[config.mk]
export PLATFORM = sky130hd
export DESIGN_NAME = ssptx_top
export DESIGN_NICKNAME = d
export VERILOG_FILES = /design/src/include/ssptx_pkg.sv /design/src/include/ssptx_link_if.sv /design/src/core/ssptx_clkgen.sv /design/src/core/ssptx_shifter.sv /design/src/core/ssptx_top.sv
export SDC_FILE = /design/constraint.sdc
export NUM_CORES = 1
export LEC_CHECK = 0
export BUFFER_PORTS_ARGS = -buffer_cell sky130_fd_sc_hd__buf_2
export CAP_MARGIN = 20
export CORE_ASPECT_RATIO = 1.75
export CORE_MARGIN = 2
export CORE_UTILIZATION = 55
export CTS_BUF_LIST = sky130_fd_sc_hd__clkbuf_8
export DETAILED_ROUTE_END_ITERATION = 7
export GPL_TIMING_DRIVEN = 0
export PLACE_DENSITY = 0.84
export SLEW_MARGIN = 30
export SYNTH_ARGS = -nofsm -noshare
export SYNTH_HDL_FRONTEND = slang
export SYNTH_HIERARCHICAL = 1
export SYNTH_SLANG_ARGS = --single-unit
[constraint.sdc]
create_clock -name aclk -period 10.9 [get_ports aclk]
set_input_delay 3.27 -clock aclk [delete_from_list [all_inputs] [get_ports aclk]]
set_output_delay 3.27 -clock aclk [all_outputs]
set_load 0.01 [all_outputs]
[src/include/ssptx_pkg.sv]
// Shared constants, types and helpers of the serial shift port transmitter
package ssptx_pkg;

    // Register byte offsets
    localparam logic [7:0] OFS_CTRL   = 8'h00;
    localparam logic [7:0] OFS_BAUD   = 8'h04;
    localparam logic [7:0] OFS_STAT   = 8'h08;
    localparam logic [7:0] OFS_BUF_HI = 8'h0C;
    localparam logic [7:0] OFS_BUF_LO = 8'h10;

    // Control field positions
    localparam int CB_INT_EN    = 0;
    localparam int CB_SYNC      = 1;
    localparam int CB_XMIT      = 2;
    localparam int CB_SEARCH    = 3;
    localparam int CB_START_DET = 4;
    localparam int CB_WLEN_LSB  = 5;

    // Status field positions
    localparam int SB_READY = 0;
    localparam int SB_ERROR = 1;
    localparam int SB_MARK  = 2;

    // Reset values and the external clock code
    localparam logic [7:0] CTRL_RESET    = 8'h00;
    localparam logic [3:0] BAUD_RESET    = 4'h0;
    localparam logic [3:0] BAUD_EXTERNAL = 4'h0;

    localparam logic [3:0] ASYNC_RISE_AT = 4'h7;
    localparam logic [3:0] ASYNC_FALL_AT = 4'hF;
    localparam logic [7:0] IRQ_VECTOR    = 8'hE0;
    localparam logic [1:0] RESP_OKAY     = 2'b00;
    localparam logic [1:0] RESP_SLVERR   = 2'b10;

    typedef enum logic [1:0] {
        ST_IDLE  = 2'b00,
        ST_DELAY = 2'b01,
        ST_SEND  = 2'b11,
        ST_MARK  = 2'b10
    } ssptx_state_e;

    // Word length in bits from the length field
    function automatic logic [4:0] ssptx_word_len(input logic [2:0] code);
        return (code == 3'h7) ? 5'h10 : {2'h0, code} + 5'h04;
    endfunction : ssptx_word_len

    // Internal baud divisor in aclk cycles
    function automatic logic [11:0] ssptx_baud_div(input logic [3:0] code);
        case (code)
            4'hA:    return 12'h030;
            4'h9:    return 12'h060;
            4'h8:    return 12'h0C0;
            4'h7:    return 12'h180;
            4'h6:    return 12'h300;
            4'h5:    return 12'h600;
            4'h4:    return 12'h830;
            4'h3:    return 12'hC00;
            default: return 12'h018;
        endcase
    endfunction : ssptx_baud_div

endpackage : ssptx_pkg

[src/include/ssptx_link_if.sv]
// Shift events and word handoff between transmitter modules
`timescale 1ns/100ps
interface ssptx_link_if;
    logic        shift_rise;
    logic        shift_fall;
    logic        load;
    logic        mark;
    logic [15:0] load_word;
    logic [15:0] sr_shifted;

    modport clk_src (output shift_rise, output shift_fall);
    modport shifter (input shift_rise, input shift_fall, input load, input mark,
                     input load_word, output sr_shifted);
    modport ctrl    (input shift_rise, input shift_fall, input sr_shifted,
                     output load, output mark, output load_word);
endinterface : ssptx_link_if

[src/core/ssptx_clkgen.sv]
// Serial clock source and internal shift clock generator
`timescale 1ns/100ps
module ssptx_clkgen
    import ssptx_pkg::*;
(
    // Clock and reset
    input  wire logic       aclk,
    input  wire logic       aresetn,
    input  wire logic       ce,
    // Configuration
    input  wire logic [3:0] baud_code,
    input  wire logic       sync_sel,
    input  wire logic       start_detect,
    // Serial clock pin
    input  wire logic       sclk_in,
    output      logic       sclk_out,
    output      logic       sclk_oe,
    // Shift events
    ssptx_link_if.clk_src   link
);
    logic        ext_s1_reg;
    logic        ext_s2_reg;
    logic        ext_s3_reg;
    logic [11:0] div_cnt_reg;
    logic        int_clk_reg;
    logic [3:0]  sub_cnt_reg;
    logic        internal;
    logic [11:0] half_m1;
    logic        ser_rise;
    logic        ser_fall;

    assign internal = (baud_code != BAUD_EXTERNAL);
    assign half_m1  = (ssptx_baud_div(baud_code) >> 1) - 12'h001;

    always_ff @(posedge aclk) begin
        if (!aresetn) begin
            ext_s1_reg <= 1'b1;
            ext_s2_reg <= 1'b1;
            ext_s3_reg <= 1'b1;
        end else if (ce) begin
            ext_s1_reg <= sclk_in;
            ext_s2_reg <= ext_s1_reg;
            ext_s3_reg <= ext_s2_reg;
        end
    end

    // Idles high so the first half period out is high
    always_ff @(posedge aclk) begin
        if (!aresetn) begin
            div_cnt_reg <= 12'h000;
            int_clk_reg <= 1'b1;
        end else if (ce) begin
            if (!internal) begin
                div_cnt_reg <= 12'h000;
                int_clk_reg <= 1'b1;
            end else if (div_cnt_reg >= half_m1) begin
                div_cnt_reg <= 12'h000;
                int_clk_reg <= ~int_clk_reg;
            end else begin
                div_cnt_reg <= div_cnt_reg + 12'h001;
            end
        end
    end

    assign ser_rise = internal ? (div_cnt_reg >= half_m1 && !int_clk_reg)
                               : (ext_s2_reg && !ext_s3_reg);
    assign ser_fall = internal ? (div_cnt_reg >= half_m1 && int_clk_reg)
                               : (!ext_s2_reg && ext_s3_reg);

    always_ff @(posedge aclk) begin
        if (!aresetn) begin
            sub_cnt_reg <= 4'h0;
        end else if (ce) begin
            if (start_detect || sync_sel) begin
                sub_cnt_reg <= 4'h0;
            end else if (ser_rise) begin
                sub_cnt_reg <= sub_cnt_reg + 4'h1;
            end
        end
    end

    assign link.shift_rise = !start_detect &&
        (sync_sel ? ser_rise : (ser_rise && sub_cnt_reg == ASYNC_RISE_AT));
    assign link.shift_fall = !start_detect &&
        (sync_sel ? ser_fall : (ser_rise && sub_cnt_reg == ASYNC_FALL_AT));

    assign sclk_out = int_clk_reg;
    assign sclk_oe  = internal;
endmodule : ssptx_clkgen

[src/core/ssptx_shifter.sv]
// Sixteen-bit shift register with serial input and output stages
`timescale 1ns/100ps
module ssptx_shifter
    import ssptx_pkg::*;
(
    // Clock and reset
    input  wire logic     aclk,
    input  wire logic     aresetn,
    input  wire logic     ce,
    // Serial pins
    input  wire logic     si_pin,
    output      logic     so_pin,
    // Control side
    ssptx_link_if.shifter link
);
    logic        si_s1_reg;
    logic        si_s2_reg;
    logic [15:0] sr_reg;
    logic        so_reg;

    always_ff @(posedge aclk) begin
        if (!aresetn) begin
            si_s1_reg <= 1'b1;
            si_s2_reg <= 1'b1;
        end else if (ce) begin
            si_s1_reg <= si_pin;
            si_s2_reg <= si_s1_reg;
        end
    end

    assign link.sr_shifted = {si_s2_reg, sr_reg[15:1]};

    always_ff @(posedge aclk) begin
        if (!aresetn) begin
            sr_reg <= 16'h0000;
        end else if (ce && link.shift_rise) begin
            sr_reg <= link.load ? link.load_word : link.sr_shifted;
        end
    end

    always_ff @(posedge aclk) begin
        if (!aresetn) begin
            so_reg <= 1'b1;
        end else if (ce && link.shift_fall) begin
            so_reg <= link.mark ? 1'b1 : sr_reg[0];
        end
    end

    assign so_pin = so_reg;
endmodule : ssptx_shifter

[src/core/ssptx_top.sv]
// Serial shift port transmitter with AXI4-Lite register access
//
// Chosen here: the register offsets and the AXI4-Lite register port.
`timescale 1ns/100ps
module ssptx_top
    import ssptx_pkg::*;
#(
    parameter int ADDR_W = 8
) (
    // Clock, reset and enable
    input  wire logic              aclk,
    input  wire logic              aresetn,
    input  wire logic              ce,
    // AXI4-Lite write address
    input  wire logic [ADDR_W-1:0] s_axi_awaddr,
    input  wire logic              s_axi_awvalid,
    output      logic              s_axi_awready,
    // AXI4-Lite write data
    input  wire logic [31:0]       s_axi_wdata,
    input  wire logic [3:0]        s_axi_wstrb,
    input  wire logic              s_axi_wvalid,
    output      logic              s_axi_wready,
    // AXI4-Lite write response
    output      logic [1:0]        s_axi_bresp,
    output      logic              s_axi_bvalid,
    input  wire logic              s_axi_bready,
    // AXI4-Lite read address
    input  wire logic [ADDR_W-1:0] s_axi_araddr,
    input  wire logic              s_axi_arvalid,
    output      logic              s_axi_arready,
    // AXI4-Lite read data
    output      logic [31:0]       s_axi_rdata,
    output      logic [1:0]        s_axi_rresp,
    output      logic              s_axi_rvalid,
    input  wire logic              s_axi_rready,
    // Serial pins
    input  wire logic              serial_clock_pin_in,
    output      logic              serial_clock_pin_out,
    output      logic              serial_clock_pin_oe,
    input  wire logic              serial_in,
    output      logic              serial_out,
    // Interrupt request
    output      logic              serial_irq,
    output      logic [7:0]        irq_vector
);
    if (ADDR_W < 5 || ADDR_W > 32) begin : g_bad_addr_w
        $error("ADDR_W must lie between 5 and 32");
    end

    ssptx_link_if link ();

    logic [7:0]        ctrl_reg;
    logic [3:0]        baud_reg;
    logic [15:0]       txbuf_reg;
    logic [15:0]       rxbuf_reg;
    logic              ready_reg;
    logic              error_reg;
    logic              new_data_reg;
    ssptx_state_e      state_reg;
    ssptx_state_e      state_next;
    logic [4:0]        bit_cnt_reg;
    logic              irq_reg;

    logic              aw_full_reg;
    logic              w_full_reg;
    logic [ADDR_W-1:0] aw_addr_reg;
    logic [31:0]       w_data_reg;
    logic [3:0]        w_strb_reg;
    logic              bvalid_reg;
    logic [1:0]        bresp_reg;
    logic              rvalid_reg;
    logic [31:0]       rdata_reg;
    logic [1:0]        rresp_reg;

    logic              wr_fire;
    logic              wr_byte;
    logic              wr_ctrl;
    logic              wr_baud;
    logic              wr_hi;
    logic              wr_lo;
    logic              wr_map;
    logic              rd_fire;
    logic              rd_stat;
    logic [7:0]        new_ctrl;

    logic              int_en;
    logic              sync_sel;
    logic              xmit_sel;
    logic              search;
    logic              start_det;
    logic [4:0]        word_len;
    logic              eow;
    logic              xfer;

    // Register decode shared by both bus paths
    function automatic logic is_ofs(input logic [ADDR_W-1:0] a, input logic [7:0] o);
        return a == ADDR_W'(o);
    endfunction : is_ofs

    assign int_en    = ctrl_reg[CB_INT_EN];
    assign sync_sel  = ctrl_reg[CB_SYNC];
    assign xmit_sel  = ctrl_reg[CB_XMIT];
    assign search    = ctrl_reg[CB_SEARCH];
    assign start_det = ctrl_reg[CB_START_DET];
    assign word_len  = ssptx_word_len(ctrl_reg[CB_WLEN_LSB +: 3]);

    // Write channel: address and data taken in either order
    assign s_axi_awready = ce && !aw_full_reg && !bvalid_reg;
    assign s_axi_wready  = ce && !w_full_reg && !bvalid_reg;
    assign wr_fire       = ce && aw_full_reg && w_full_reg && !bvalid_reg;
    assign wr_byte       = wr_fire && w_strb_reg[0];
    assign wr_ctrl       = wr_byte && is_ofs(aw_addr_reg, OFS_CTRL);
    assign wr_baud       = wr_byte && is_ofs(aw_addr_reg, OFS_BAUD);
    assign wr_hi         = wr_byte && is_ofs(aw_addr_reg, OFS_BUF_HI);
    assign wr_lo         = wr_byte && is_ofs(aw_addr_reg, OFS_BUF_LO);
    assign wr_map        = is_ofs(aw_addr_reg, OFS_CTRL) || is_ofs(aw_addr_reg, OFS_BAUD)
                        || is_ofs(aw_addr_reg, OFS_STAT) || is_ofs(aw_addr_reg, OFS_BUF_HI)
                        || is_ofs(aw_addr_reg, OFS_BUF_LO);
    assign new_ctrl      = w_data_reg[7:0];

    always_ff @(posedge aclk) begin
        if (!aresetn) begin
            aw_full_reg <= 1'b0;
            aw_addr_reg <= '0;
        end else if (ce) begin
            if (s_axi_awvalid && s_axi_awready) begin
                aw_full_reg <= 1'b1;
                aw_addr_reg <= s_axi_awaddr;
            end else if (wr_fire) begin
                aw_full_reg <= 1'b0;
            end
        end
    end

    always_ff @(posedge aclk) begin
        if (!aresetn) begin
            w_full_reg <= 1'b0;
            w_data_reg <= 32'h0000_0000;
            w_strb_reg <= 4'h0;
        end else if (ce) begin
            if (s_axi_wvalid && s_axi_wready) begin
                w_full_reg <= 1'b1;
                w_data_reg <= s_axi_wdata;
                w_strb_reg <= s_axi_wstrb;
            end else if (wr_fire) begin
                w_full_reg <= 1'b0;
            end
        end
    end

    // Status is read-only, so a write there is refused
    always_ff @(posedge aclk) begin
        if (!aresetn) begin
            bvalid_reg <= 1'b0;
            bresp_reg  <= RESP_OKAY;
        end else if (ce) begin
            if (wr_fire) begin
                bvalid_reg <= 1'b1;
                bresp_reg  <= (wr_map && !is_ofs(aw_addr_reg, OFS_STAT)) ? RESP_OKAY
                                                                          : RESP_SLVERR;
            end else if (s_axi_bready) begin
                bvalid_reg <= 1'b0;
            end
        end
    end

    assign s_axi_bvalid = bvalid_reg;
    assign s_axi_bresp  = bresp_reg;

    // Read channel
    assign s_axi_arready = ce && !rvalid_reg;
    assign rd_fire       = s_axi_arvalid && s_axi_arready;
    assign rd_stat       = rd_fire && is_ofs(s_axi_araddr, OFS_STAT);

    always_ff @(posedge aclk) begin
        if (!aresetn) begin
            rvalid_reg <= 1'b0;
            rdata_reg  <= 32'h0000_0000;
            rresp_reg  <= RESP_OKAY;
        end else if (ce) begin
            if (rd_fire) begin
                rvalid_reg <= 1'b1;
                rresp_reg  <= RESP_OKAY;
                rdata_reg  <= 32'h0000_0000;
                if (is_ofs(s_axi_araddr, OFS_CTRL)) begin
                    rdata_reg[7:0] <= ctrl_reg;
                end else if (is_ofs(s_axi_araddr, OFS_BAUD)) begin
                    rdata_reg[3:0] <= baud_reg;
                end else if (is_ofs(s_axi_araddr, OFS_STAT)) begin
                    rdata_reg[SB_READY] <= ready_reg;
                    rdata_reg[SB_ERROR] <= error_reg;
                    rdata_reg[SB_MARK]  <= link.mark;
                end else if (is_ofs(s_axi_araddr, OFS_BUF_HI)) begin
                    rdata_reg[7:0] <= rxbuf_reg[15:8];
                end else if (is_ofs(s_axi_araddr, OFS_BUF_LO)) begin
                    rdata_reg[7:0] <= rxbuf_reg[7:0];
                end else begin
                    rresp_reg <= RESP_SLVERR;
                end
            end else if (s_axi_rready) begin
                rvalid_reg <= 1'b0;
            end
        end
    end

    assign s_axi_rvalid = rvalid_reg;
    assign s_axi_rdata  = rdata_reg;
    assign s_axi_rresp  = rresp_reg;

    always_ff @(posedge aclk) begin
        if (!aresetn) begin
            ctrl_reg <= CTRL_RESET;
            baud_reg <= BAUD_RESET;
        end else if (ce) begin
            if (wr_ctrl) begin
                ctrl_reg <= new_ctrl;
            end
            if (wr_baud) begin
                baud_reg <= w_data_reg[3:0];
            end
        end
    end

    always_ff @(posedge aclk) begin
        if (!aresetn) begin
            txbuf_reg <= 16'h0000;
        end else if (ce) begin
            if (wr_hi) begin
                txbuf_reg[15:8] <= w_data_reg[7:0];
            end
            if (wr_lo) begin
                txbuf_reg[7:0] <= w_data_reg[7:0];
            end
        end
    end

    always_ff @(posedge aclk) begin
        if (!aresetn) begin
            bit_cnt_reg <= 5'h00;
        end else if (ce) begin
            if (wr_ctrl) begin
                bit_cnt_reg <= 5'h00;
            end else if (link.shift_rise) begin
                bit_cnt_reg <= (search || eow) ? 5'h00 : bit_cnt_reg + 5'h01;
            end
        end
    end

    assign eow = link.shift_rise && !search && !wr_ctrl
              && (bit_cnt_reg == word_len - 5'h01);

    always_comb begin
        xfer = 1'b0;
        unique case (state_reg)
            ST_IDLE:  xfer = 1'b0;
            ST_DELAY: xfer = eow;
            ST_SEND:  xfer = eow && (sync_sel || new_data_reg);
            ST_MARK:  xfer = eow && new_data_reg;
        endcase
    end

    always_comb begin
        state_next = state_reg;
        if (wr_ctrl) begin
            if (!new_ctrl[CB_XMIT]) begin
                state_next = ST_IDLE;
            end else if (!xmit_sel) begin
                state_next = ST_DELAY;
            end
        end else if (xfer) begin
            state_next = ST_SEND;
        end else if (eow && state_reg == ST_SEND && !sync_sel) begin
            state_next = ST_MARK;
        end
    end

    always_ff @(posedge aclk) begin
        if (!aresetn) begin
            state_reg <= ST_IDLE;
        end else if (ce) begin
            state_reg <= state_next;
        end
    end

    always_ff @(posedge aclk) begin
        if (!aresetn) begin
            new_data_reg <= 1'b0;
        end else if (ce) begin
            if (wr_hi || wr_lo) begin
                new_data_reg <= 1'b1;
            end else if (xfer) begin
                new_data_reg <= 1'b0;
            end
        end
    end

    always_ff @(posedge aclk) begin
        if (!aresetn) begin
            ready_reg <= 1'b0;
        end else if (ce) begin
            if (xfer) begin
                ready_reg <= 1'b1;
            end else if (wr_hi || wr_lo) begin
                ready_reg <= 1'b0;
            end
        end
    end

    // underflow error, set wins over read clear
    always_ff @(posedge aclk) begin
        if (!aresetn) begin
            error_reg <= 1'b0;
        end else if (ce) begin
            if (eow && state_reg == ST_SEND && !new_data_reg) begin
                error_reg <= 1'b1;
            end else if (rd_stat) begin
                error_reg <= 1'b0;
            end
        end
    end

    // receive capture at end of word
    always_ff @(posedge aclk) begin
        if (!aresetn) begin
            rxbuf_reg <= 16'h0000;
        end else if (ce && eow && xmit_sel && sync_sel) begin
            rxbuf_reg <= link.sr_shifted;
        end
    end

    // transfer interrupt; search interrupts per bit in sync transmit mode only
    always_ff @(posedge aclk) begin
        if (!aresetn) begin
            irq_reg <= 1'b0;
        end else if (ce) begin
            irq_reg <= int_en && (xfer || (link.shift_rise && search && xmit_sel && sync_sel));
        end
    end

    assign serial_irq = irq_reg;
    assign irq_vector = IRQ_VECTOR;

    assign link.load      = xfer;
    assign link.load_word = txbuf_reg;
    // Idle line sits at mark outside an active word stream
    assign link.mark      = (state_reg != ST_SEND);

    ssptx_clkgen u_clkgen (
        .aclk         (aclk),
        .aresetn      (aresetn),
        .ce           (ce),
        .baud_code    (baud_reg),
        .sync_sel     (sync_sel),
        .start_detect (start_det),
        .sclk_in      (serial_clock_pin_in),
        .sclk_out     (serial_clock_pin_out),
        .sclk_oe      (serial_clock_pin_oe),
        .link         (link)
    );

    ssptx_shifter u_shifter (
        .aclk    (aclk),
        .aresetn (aresetn),
        .ce      (ce),
        .si_pin  (serial_in),
        .so_pin  (serial_out),
        .link    (link)
    );
endmodule : ssptx_top

After elaboration in Yosys (flattened, before gate mapping)
Memories as Yosys holds them, arrays and structs flattened. A register that Yosys moved wholly into a read port is not among the register bits.
Cells that the tools add are included.

storage, ports and cells
  flip-flop bits (word level) = 127
  bits in read-only memories = 144
  output and inout bits = 53
  memories = 1

memory list
  memory           depth  bits a word  read ports  clocked after memory_dff  wr ports  RTL line         RTL
  (no name shown)  16     9            1           1                         0         ssptx_pkg.sv:49  case (code)

operators by class
  add/sub/neg operators = 6
  order comparisons = 1
  equality and inequality tests = 18
  multiplexer cells = 50
  bitwise logic cells = 1
  reduce and logical (&&, ||, !) cells = 96

operators with widths
  operator                                                               number
  1-bit logical AND                                                      43
  2-bit AND reduction                                                    17
  8-bit by 4-bit equality test with 1-bit output, second input constant  4
  5-bit 2-to-1 mux                                                       5
  12-bit 2-to-1 mux                                                      2
  4-bit 2-to-1 mux                                                       6
  8-bit 2-to-1 mux                                                       3
  2-bit 2-to-1 mux                                                       11
  1-bit 2-to-1 mux                                                       20
  8-bit by 3-bit equality test with 1-bit output, second input constant  2
  8-bit by 5-bit equality test with 1-bit output, second input constant  2
  8-bit logical NOT                                                      2
  16-bit 2-to-1 mux                                                      1
  2-bit nonzero test                                                     8
  1-bit logical NOT                                                      13
  12-bit by 1-bit adder with 12-bit output, second input constant        1
  12-bit >= comparator                                                   1
  11-bit by 1-bit subtractor with 12-bit output, second input constant   1
  1-bit logical OR                                                       9
  5-bit by 1-bit adder with 5-bit output, second input constant          1
  5-bit equality test                                                    1
  5-bit by 1-bit subtractor with 5-bit output, second input constant     1
  3-bit by 3-bit adder with 4-bit output, second input constant          1
  4-bit by 1-bit adder with 4-bit output, second input constant          1
  other kinds (14)                                                       16

Depth between registers and ports, before layout
Gate-level depths: netlist of run 1.

  word-level depth = 15
  gate-level depth with buffers = 23
  mapped depth without buffers = 21

Modules after synthesis
Netlist of run 1, hierarchy kept.

modules (own cells, without submodules)
  module         times used  cells an instance  area an instance (µm²)  seq. area each (µm²)
  ssptx_top      1           486                4,152.7                 1,721.7
  ssptx_clkgen   1           181                1,507.7                 400.4
  ssptx_shifter  1           101                1,052.3                 380.4

Least setup slack after synthesis of run 1
No wires, ideal clock.

  kind = input to output
  from = input ce
  to = output s_axi_arready
  arrival = 3.874 ns
  data required time = 7.630 ns
  slack = 3.756 ns
  stages on the path = 3
  path buffers = 1
  cells stage by stage = clkbuf_1 -> inv_1 -> nor2_1

on the way
  word-level cells in the longest chain between the ends = 1

RTL lines
  what               RTL line          RTL
  start, declared    ssptx_top.sv:13   input wire logic ce,
  1-bit logical AND  ssptx_top.sv:171  assign s_axi_arready = ce && !rvalid_reg;
  end, declared      ssptx_top.sv:30   output logic s_axi_arready,

No other way between the ends.

Final worst setup path of run 1
Ends and elaborated chain as after synthesis.

==> metrics.csv, run 1 <==
stage,metric,value,unit
clock_network,clock tree from TritonCTS,done,
global_route,vias in the first global route,5362,
clock_network,hold bufs inserted after CTS,0,
yosys,Post-synth EDFFs,0,
critical_path,Worst setup SP type,input pin,
route,number of DRC markers in iteration 0,343,
run_status,status,"finished, final reports clean",
place,PortBufs,51,
die,Site Rows,53,
yosys,main area contributors after synthesis,"dfxtp_1 (37%), nand2_1 (7.9%), mux2i_1 (6.4%)",
critical_path,WS Path Type,input pin to output port,
route,drt via density,5.52,
yosys,Ys Warns,6,
die,Die H,150,um
clock_network,CTS Sinks,125,
die,die width,87.5,um
timing,setup ws final,2.90,ns
timing,Final setup viols,0,
final_layout,ratio of cells with drive above 1 in the final layout,20.4,%
timing,endpoints failing hold,0,
route,Residual DRC,0,
place,Placer Congestion,0.974,
route,Avg WL per Cell,15.6,um
timing,worst slew pin tran,0.786,ns
die,Initial Util,56.2,%
clock_network,Skew-Pair Late Insertion Delay,0.44,ns
power_and_ir_drop,LEAKAGE,3.14,nW
die,core area,11900,um^2
critical_path,crit path DAT,4.73,ns
clock_network,CTS max path bufs,2,
clock_network,root buf cell,clkbuf_8,
critical_path,Critical Path End Type,output port,
place,Post-DP Area,7260,um^2
worst_hold_path,Min-Delay Path Class,flop to flop,
power_and_ir_drop,pwr dens,124,nW/um^2
timing,Final Max Tran Viols,0,
die,die footprint,13100,um^2
timing,Worst Clk Skew,0.0147,ns
final_layout,Final Instance Area,7670,um^2
route,TritonRoute pass-1 iters,5,
global_route,total track usage,25.1,%
yosys,synthesized cell area,6710,um^2
place,DP HPWL,12100,um
timing,"Period Utilization, post-route",73.4,%
timing,Fin Setup TNS,0,ns
route,Detail Route Antenna Nets,0,
clock_network,Resized cells post-CTS,0,
place,pre-CTS WS,2.95,ns
yosys,Mapped Cells,768,
clock_network,H-tree depth,4,
critical_path,Worst EP required,7.63,ns
power_and_ir_drop,Worst VDD drop,0.0000817,V
critical_path,Worst Path Max Fanout,13,
final_layout,nets,952,
yosys,Post-synth ARST share,0,%
clock_network,TritonCTS buffer count,17,
global_route,initial antenna violation count,0,
yosys,ys flop type,dfxtp_1,
yosys,Syn Area/Cell,8.74,um^2
global_route,first-pass GRT wire length,25800,um
timing,Rel. slew slack,47.2,%
clock_network,Post-CTS Repair Setup Buffers,0,
timing,RSZ-0062 raised after global routing,no,
final_layout,fin cells,1020,
yosys,sequential area share after synthesis,37.3,%
place,placed cell count,988,
global_route,largest net degree at the start of global routing,17,
yosys,"Distinct cells, synth",70,
clock_network,Clock transition at path regs,0.07,ns
yosys,Synth Register Bits,125,
timing,minimum clock period,8.00,ns
run,max-cap viol count,0,
global_route,GR Overflow Total,0,
timing,maximum clock rate,0.125,GHz
route,Detailed Route WL,15900,um
route,via count,5627,
yosys,leading area contributor after synthesis,dfxtp_1,
final_layout,area grow syn2layout,14.2,%
yosys,Synth top area share,37.3,%
die,I/O pin cnt,115,
final_layout,antenna diode count,0,
[final cells by class]
cell class | count | area, um^2
multi-input combinational | 572 | 3660
clock inverter | 15 | 174
clock buffer | 17 | 234
tap | 137 | 171
buffer | 86 | 606
sequential | 125 | 2500
timing repair buffer | 51 | 255
fill | 1010 | 4270
inverter | 17 | 63.8
[cells in the mapped netlist (10+ instances only)]
library cell  instances
ha_1                 20
a211oi_2             10
nor2b_1              31
nand2_1             141
dfxtp_1             125
nand3_1              23
a21boi_0             44
o21ai_0              16
clkbuf_1             17
mux2i_1              43
a21oi_1              34
nor2_1               33
buf_4                52
xor2_1               11
inv_1                17
[cells by family (layout without fill, tap and decap cells)]
kind of cell / after synthesis / in the layout / synth area share, %
simple gates: 291 / 291 / 21.7
compound gates: 162 / 162 / 17.7
flops: 125 / 125 / 37.3
buf+inv: 103 / 186 / 9.97
mux: 44 / 44 / 6.58
xor+xnor: 21 / 21 / 2.85
fa+ha+maj: 20 / 20 / 3.73
other cells: 2 / 34 / 0.112
[final timing paths]
check                      from                   to  slack (ns)  depth (start not counted)
max reg2reg         baud_reg[1]  u_shifter/sr_reg[9]        4.93                         23
max                          ce        s_axi_arready        2.90                          5
min reg2reg  link.load_word[13]   link.load_word[13]        0.46                          2
min          link.load_word[13]   link.load_word[13]        0.46                          2
[per-layer routing]
layer	GRT usage, %	vias to the layer above	routed length (um)
met5	0	-	0
met4	14.2	0	787
met3	4.93	45	615
met2	46.6	155	8660
met1	25.3	2628	5870
li1	-	2799	-
[power by group]
| part | switching, W | leakage [nW] | internal (W) |
|---|---|---|---|
| Clock | 0.000187 | 0.211 | 0.000226 |
| Sequential | 0.00000745 | 1.01 | 0.000464 |
| Combinational | 0.0000389 | 1.92 | 0.0000285 |
| Total | 0.000233 | 3.14 | 0.000718 |
[critical path: stages]
cell	delay, ns
buf_2	0.30
clkbuf_1	0.49
inv_1	0.23
nor2_1	0.25
buf_2	0.17
[placed cells by master, fill, tap and decap left out, types with 17 or more instances in the layout]
master	instances
nor2b_1	31
conb_1	34
ha_1	20
a21oi_1	34
nand2_1	141
dfxtp_1	125
clkbuf_8	17
nor2_1	33
mux2i_1	43
buf_2	59
inv_1	18
buf_4	52
nand3_1	23
a21boi_0	44
clkbuf_1	17
[per-stage QoR]
step | hold slack [ns] | power [W] | util (%)
after global routing | 0.474 | 0.000985 | 64.2
after detailed placement | 0.459 | 0.000548 | 60.8
after global placement | 0.450 | 0.000547 | 60.8
after CTS | 0.462 | 0.000954 | 64.2
after floorplan | 0.430 | 0.000526 | -
final | 0.463 | 0.000951 | 64.2
No activity file was read; power rests on OpenSTA's default activity.
==> run 2: changes to the inputs <==
--- a/config.mk
+++ b/config.mk
@@ -9,11 +9,11 @@
 export CAP_MARGIN = 20
 export CORE_ASPECT_RATIO = 1.75
 export CORE_MARGIN = 2
-export CORE_UTILIZATION = 55
+export CORE_UTILIZATION = 53
 export CTS_BUF_LIST = sky130_fd_sc_hd__clkbuf_8
 export DETAILED_ROUTE_END_ITERATION = 7
 export GPL_TIMING_DRIVEN = 0
-export PLACE_DENSITY = 0.84
+export PLACE_DENSITY = 0.85
 export SLEW_MARGIN = 30
 export SYNTH_ARGS = -nofsm -noshare
 export SYNTH_HDL_FRONTEND = slang
==> constraint.sdc (replaced) <==
create_clock -name aclk -period 6.9 [get_ports aclk]
set_input_delay 2.07 -clock aclk [delete_from_list [all_inputs] [get_ports aclk]]
set_output_delay 2.07 -clock aclk [all_outputs]
set_load 0.01 [all_outputs]
==> metrics.csv, run 2 (synthesized netlist as in run 1, its figures left out) <==
stage,metric,value,unit,change
route,Residual DRC,0,,unchanged
final_layout,most frequent cells in the layout,"nand2_1 (141), dfxtp_1 (125), buf_2 (59), buf_4 (52), a21boi_0 (44)",,
global_route,initial antenna violation count,0,,unchanged
critical_path,worst-path cell chain,inv_1 -> ha_1 -> a22o_1 -> or3_4 -> a221oi_4 -> nand2_2 -> xnor2_1 -> ha_1 -> nand4_1 -> a2111o_1 -> o2111ai_1 -> a32oi_2 -> nor3_2 -> nand3_1 -> nor3_4 -> nand4_2 -> inv_1 -> buf_4 -> buf_6 -> mux2i_1 -> a211oi_2,,
final_layout,nets,952,,unchanged
clock_network,Post-CTS Repair Setup Buffers,0,,unchanged
critical_path,Critical Path End Type,flop,,
route,Detail Route Antenna Nets,0,,unchanged
clock_network,root buf cell,clkbuf_8,,
timing,worst slew pin tran,0.671,ns,-0.115 ns
critical_path,WS Path Type,flop to flop,,
critical_path,"Slowest-stage cell, CP",nor3_2,,
power_and_ir_drop,combinational cell fraction of total power,7.0,%,about the same
timing,Final setup viols,0,,unchanged
place,PortBufs,51,,unchanged
timing,Rel. slew slack,55.0,%,+7.8 points
clock_network,Skew-Pair Late Insertion Delay,0.44,ns,about the same
route,drt via density,5.41,,-2.0%
die,Initial Util,54.0,%,-2.2 points
global_route,met3 usage,4.54,%,-0.40 points
run,max-cap viol count,0,,unchanged
final_layout,antenna diode count,0,,unchanged
timing,"Period Utilization, post-route",84.7,%,
route,number of DRC markers in iteration 0,232,,-32%
final_layout,"most common cell after layout, fill and taps aside",nand2_1,,
place,Placer Congestion,0.964,,-1.1%
final_layout,area used by multi-input combinational logic,3670,um^2,+0.14%
timing,final hold slack,0.464,ns,+0.000739 ns
die,die footprint,13600,um^2,+3.6%
global_route,met1 GRT Util,23.6,%,-1.7 points
global_route,vias in the first global route,5486,,+2.3%
critical_path,CP bufs+invs,4,,unchanged
critical_path,crit-path leading delay family,simple AND/OR/NAND/NOR gates,,
power_and_ir_drop,LEAKAGE,3.14,nW,about the same
global_route,met2 Use GR,45.6,%,-1.0 points
clock_network,CTS Sinks,125,,unchanged
die,Die H,153,um,+1.8%
power_and_ir_drop,Worst VDD drop,0.000133,V,+63%
die,I/O pin cnt,115,,unchanged
power_and_ir_drop,Int Pwr,0.00111,W,+55%
clock_network,hold bufs inserted after CTS,0,,unchanged
critical_path,Crit Reg-Reg Startpoint,baud_reg[1],,
clock_network,H-tree depth,4,,unchanged
global_route,GRT busiest layer,met2,,
place,pre-CTS WS,1.16,ns,-1.78 ns
timing,Worst Clk Skew,0.0150,ns,+0.000362 ns
route,TritonRoute pass-1 iters,4,,-1
global_route,largest net degree at the start of global routing,17,,unchanged
critical_path,Worst EP required,7.22,ns,-0.41 ns
clock_network,Resized cells post-CTS,0,,unchanged
global_route,total track usage,24.7,%,-0.44 points
critical_path,Worst setup SP type,flop,,
power_and_ir_drop,Power Total,0.00152,W,+60%
timing,Final Max Tran Viols,0,,unchanged
clock_network,clock tree from TritonCTS,done,,
critical_path,crit path DAT,6.16,ns,+1.43 ns
run_status,status,"finished, final reports clean",,
die,Site Rows,54,,+1.9%
final_layout,FF/Latch Area,2500,um^2,unchanged
final_layout,fillcell total,1068,,+5.7%
critical_path,Worst Path Max Fanout,10,,-3
power_and_ir_drop,pwr dens,197,nW/um^2,+59%
route,Detailed Route WL,16500,um,+3.6%
power_and_ir_drop,NetSw,0.000406,W,+74%
power_and_ir_drop,Clock power frac,44.0,%,+0.7 points
global_route,first-pass GRT wire length,26100,um,+1.2%
die,core area,12400,um^2,+4.2%
worst_hold_path,HP Start,aw_addr_reg[5],,
place,DP HPWL,12500,um,+3.5%
worst_hold_path,Min-Delay Path Class,flop to flop,,
timing,minimum clock period,5.85,ns,
route,via count,5683,,+1.0%
timing,maximum clock rate,0.171,GHz,
timing,RSZ-0062 raised after global routing,no,,
clock_network,Clock transition at path regs,0.08,ns,about the same
power_and_ir_drop,switch share,26.7,%,+2.2 points
place,placed cell count,1019,,+3.1%
final_layout,ratio of cells with drive above 1 in the final layout,20.6,%,+0.23 points
final_layout,fin cells,1051,,+3.0%
clock_network,TritonCTS buffer count,17,,unchanged
die,die width,89.1,um,+1.8%
timing,endpoints failing hold,0,,unchanged
power_and_ir_drop,sequential fraction of design power,49.0,%,-0.6 points
clock_network,CTS max path bufs,2,,unchanged
final_layout,area grow syn2layout,14.9,%,
critical_path,critical path startpoint,baud_reg[1],,
global_route,GR Overflow Total,0,,unchanged
timing,Fin Setup TNS,0,ns,unchanged
timing,setup ws final,1.05,ns,-1.84 ns
critical_path,delay of the slowest critical-path stage,0.60,ns,+0.11 ns
route,Avg WL per Cell,15.7,um,+0.53%
run 2: worst paths after layout:
check / endpoint / slack, ns / depth (start not counted)
max: u_shifter/sr_reg[9] / 1.05 / 21
min reg2reg: aw_addr_reg[5] / 0.46 / 2
max reg2reg: u_shifter/sr_reg[9] / 1.05 / 21
min: aw_addr_reg[5] / 0.46 / 2
run 2: final cells by class:
type / instances / area share, %
Buffer: 86 / 7.85
Inverter: 17 / 0.827
Sequential cell: 125 / 32.4
Clock inverter: 15 / 2.32
Clock buffer: 17 / 3.03
Timing Repair Buffer: 51 / 3.31
Tap cell: 168 / 2.72
Multi-Input combinational cell: 572 / 47.5
run 2: power groups by stage:
stage                     registers (W)  clock network (W)  logic (W)
after floorplan                0.000758                  0  0.0000730
after global placement         0.000760                  0   0.000103
after detailed placement       0.000760                  0   0.000105
after CTS                      0.000744           0.000676   0.000105
after global routing           0.000745           0.000709   0.000118
final                          0.000744           0.000669   0.000106
run 2: worst register-to-register path: cells and delay by family (launching register included):
family / cells / cell delay [ns]
buffers and inverters: 4 / 0.68
XOR/XNOR: 1 / 0.16
flip-flops: 1 / 0.56
AND/OR/NAND/NOR: 7 / 2.01
multiplexers: 1 / 0.26
adder cells (fa/ha/maj): 2 / 0.67
AO/OA/AOI/OAI: 6 / 1.39
run 2: through the flow:
stage               instance area, um^2  util [%]
global route                       7720      62.1
finish                             7720      62.1
CTS                                7720      62.1
global placement                   7300      58.7
floorplan                          6830         -
detailed placement                 7300      58.7
run 2: layer usage:
metal  routed length, um  vias to the layer above
li1                    -                     2791
met1                6030                     2655
met2                8800                      169
met3                 560                       68
met4                1110                        0
met5                   0                        -
==> run 3: changes to the inputs <==
--- a/config.mk
+++ b/config.mk
@@ -9,11 +9,11 @@
 export CAP_MARGIN = 20
 export CORE_ASPECT_RATIO = 1.75
 export CORE_MARGIN = 2
-export CORE_UTILIZATION = 53
+export CORE_UTILIZATION = 55
 export CTS_BUF_LIST = sky130_fd_sc_hd__clkbuf_8
 export DETAILED_ROUTE_END_ITERATION = 7
 export GPL_TIMING_DRIVEN = 0
-export PLACE_DENSITY = 0.85
+export PLACE_DENSITY = 0.84
 export SLEW_MARGIN = 30
 export SYNTH_ARGS = -nofsm -noshare
 export SYNTH_HDL_FRONTEND = slang
==> constraint.sdc (replaced) <==
create_clock -name aclk -period 6 [get_ports aclk]
set_input_delay 1.8 -clock aclk [delete_from_list [all_inputs] [get_ports aclk]]
set_output_delay 1.8 -clock aclk [all_outputs]
set_load 0.01 [all_outputs]
==> metrics.csv, run 3 (synthesized netlist as in run 1, its figures left out) <==
stage,metric,value,unit,change
run_status,status,"finished, final reports clean",,
critical_path,Crit Reg-Reg Startpoint,baud_reg[1],,
timing,minimum clock period,5.59,ns,-0.257 ns
critical_path,worst-path cell chain,inv_1 -> ha_1 -> o21ai_0 -> o31ai_1 -> inv_1 -> ha_1 -> nand3_1 -> a211oi_1 -> a31oi_1 -> ha_1 -> nand4_1 -> a2111o_1 -> o2111ai_1 -> a32oi_2 -> nor3_4 -> nand3_1 -> nor3_4 -> nand4_2 -> inv_1 -> buf_4 -> buf_6 -> mux2i_1 -> a211oi_2,,
route,Avg WL per Cell,15.6,um,-0.84%
critical_path,Critical Path End Type,flop,,
critical_path,"Slowest-stage cell, CP",dfxtp_1,,
clock_network,hold bufs inserted after CTS,0,,unchanged
route,via count,5602,,-1.4%
global_route,initial antenna violation count,0,,unchanged
route,Detail Route Antenna Nets,0,,unchanged
timing,Final setup viols,0,,unchanged
clock_network,clock tree from TritonCTS,done,,
final_layout,ratio of cells with drive above 1 in the final layout,20.5,%,-0.11 points
final_layout,area used by multi-input combinational logic,3670,um^2,+0.17%
power_and_ir_drop,Worst VDD drop,0.000148,V,+11%
worst_hold_path,HP Start,link.load_word[13],,
final_layout,"most common cell after layout, fill and taps aside",nand2_1,,
power_and_ir_drop,pwr dens,225,nW/um^2,+14%
timing,endpoints failing hold,0,,unchanged
global_route,first-pass GRT wire length,25800,um,-1.2%
place,placed cell count,988,,-3.0%
timing,Worst Clk Skew,0.0139,ns,-0.00114 ns
die,Die H,150,um,-1.8%
clock_network,CTS Sinks,125,,unchanged
critical_path,Worst setup SP type,flop,,
route,Detailed Route WL,15900,um,-3.8%
final_layout,most frequent cells in the layout,"nand2_1 (141), dfxtp_1 (125), buf_2 (59), buf_4 (52), a21boi_0 (44)",,
final_layout,area grow syn2layout,14.4,%,
run,max-cap viol count,0,,unchanged
critical_path,Worst Path Max Fanout,10,,unchanged
route,drt via density,5.49,,+1.6%
die,I/O pin cnt,115,,unchanged
timing,RSZ-0062 raised after global routing,no,,
clock_network,root buf cell,clkbuf_8,,
die,Site Rows,53,,-1.9%
final_layout,Util after Layout,64.3,%,+2.3 points
critical_path,critical path startpoint,baud_reg[1],,
critical_path,delay of the slowest critical-path stage,0.56,ns,-0.04 ns
final_layout,fin cells,1020,,-2.9%
power_and_ir_drop,LEAKAGE,3.14,nW,about the same
global_route,largest net degree at the start of global routing,17,,unchanged
timing,maximum clock rate,0.179,GHz,+4.6%
die,die width,87.5,um,-1.8%
die,die footprint,13100,um^2,-3.5%
timing,Fin Setup TNS,0,ns,unchanged
timing,setup ws final,0.411,ns,-0.643 ns
place,PortBufs,51,,unchanged
place,Placer Congestion,0.974,,+1.1%
timing,Final Max Tran Viols,0,,unchanged
worst_hold_path,Min-Delay Path Class,flop to flop,,
route,Residual DRC,0,,unchanged
final_layout,antenna diode count,0,,unchanged
final_layout,nets,952,,unchanged
place,pre-CTS WS,0.104,ns,-1.06 ns
final_layout,fillcell total,1009,,-5.5%
place,DP HPWL,12100,um,-3.4%
route,TritonRoute pass-1 iters,5,,+1
clock_network,H-tree depth,4,,unchanged
timing,worst slew pin tran,0.600,ns,-0.0710 ns
timing,Rel. slew slack,60.0,%,+5.0 points
global_route,vias in the first global route,5362,,-2.3%
timing,"Period Utilization, post-route",93.1,%,+8.4 points
critical_path,Worst EP required,6.32,ns,-0.90 ns
clock_network,Post-CTS Repair Setup Buffers,0,,unchanged
route,number of DRC markers in iteration 0,322,,+39%
clock_network,Clock transition at path regs,0.07,ns,about the same
clock_network,TritonCTS buffer count,17,,unchanged
critical_path,WS Path Type,flop to flop,,
global_route,GR Overflow Total,0,,unchanged
critical_path,crit path DAT,5.91,ns,-0.25 ns
clock_network,Resized cells post-CTS,0,,unchanged
final_layout,FF/Latch Area,2500,um^2,unchanged
clock_network,Skew-Pair Late Insertion Delay,0.44,ns,about the same
global_route,total track usage,25.1,%,+0.44 points
clock_network,CTS max path bufs,2,,unchanged
die,core area,11900,um^2,-4.0%
die,Initial Util,56.2,%,+2.2 points
[run 3: report_power, final]
group	internal [W]	leakage, nW	total (W)	switching, W
registers	0.000843	1.01	0.000856	0.0000136
clock network	0.000410	0.211	0.000748	0.000339
logic	0.0000518	1.92	0.000123	0.0000709
total	0.00130	3.14	0.00173	0.000423
[run 3: layout make-up]
class,count,area share [%]
Timing Repair Buffer,51,3.32
Clock buffer,17,3.05
Sequential cell,125,32.6
Tap cell,137,2.23
Buffer,86,7.89
Inverter,17,0.831
Multi-Input combinational cell,572,47.8
Clock inverter,15,2.26
[run 3: worst max-delay path: cells and delay by family (launching register included)]
kind	cells	cell delay, ns
buffers and inverters	5	0.73
AND/OR/NAND/NOR	6	1.36
multiplexers	1	0.29
adder cells (fa/ha/maj)	3	0.74
flip-flops	1	0.56
AO/OA/AOI/OAI	8	1.80
[run 3: path summary, 6_finish.rpt]
kind | slack, ns | cells past startpoint | endpoint
setup / recovery | 0.41 | 23 | u_shifter/sr_reg[9]
hold / removal | 0.46 | 2 | link.load_word[13]
setup reg to reg | 0.41 | 23 | u_shifter/sr_reg[9]
hold reg to reg | 0.46 | 2 | link.load_word[13]
[run 3: per-layer routing]
layer | routed length (um) | global-route usage, % | part of all wire, % | vias up
met1 | 5810 | 25.3 | 37 | 2615
met5 | 0 | 0 | 0 | -
met3 | 620 | 4.93 | 3.9 | 49
li1 | - | - | - | 2793
met4 | 827 | 14.2 | 5.2 | 0
met2 | 8630 | 46.6 | 54 | 145
[run 3: through the flow]
stage	instance area [um^2]	power, W	hold WS (ns)
final	7680	0.00173	0.464
after global placement	7260	0.000994	0.450
after detailed placement	7260	0.000996	0.459
after floorplan	6830	0.000955	0.430
after CTS	7670	0.00173	0.462
after global routing	7680	0.00179	0.474
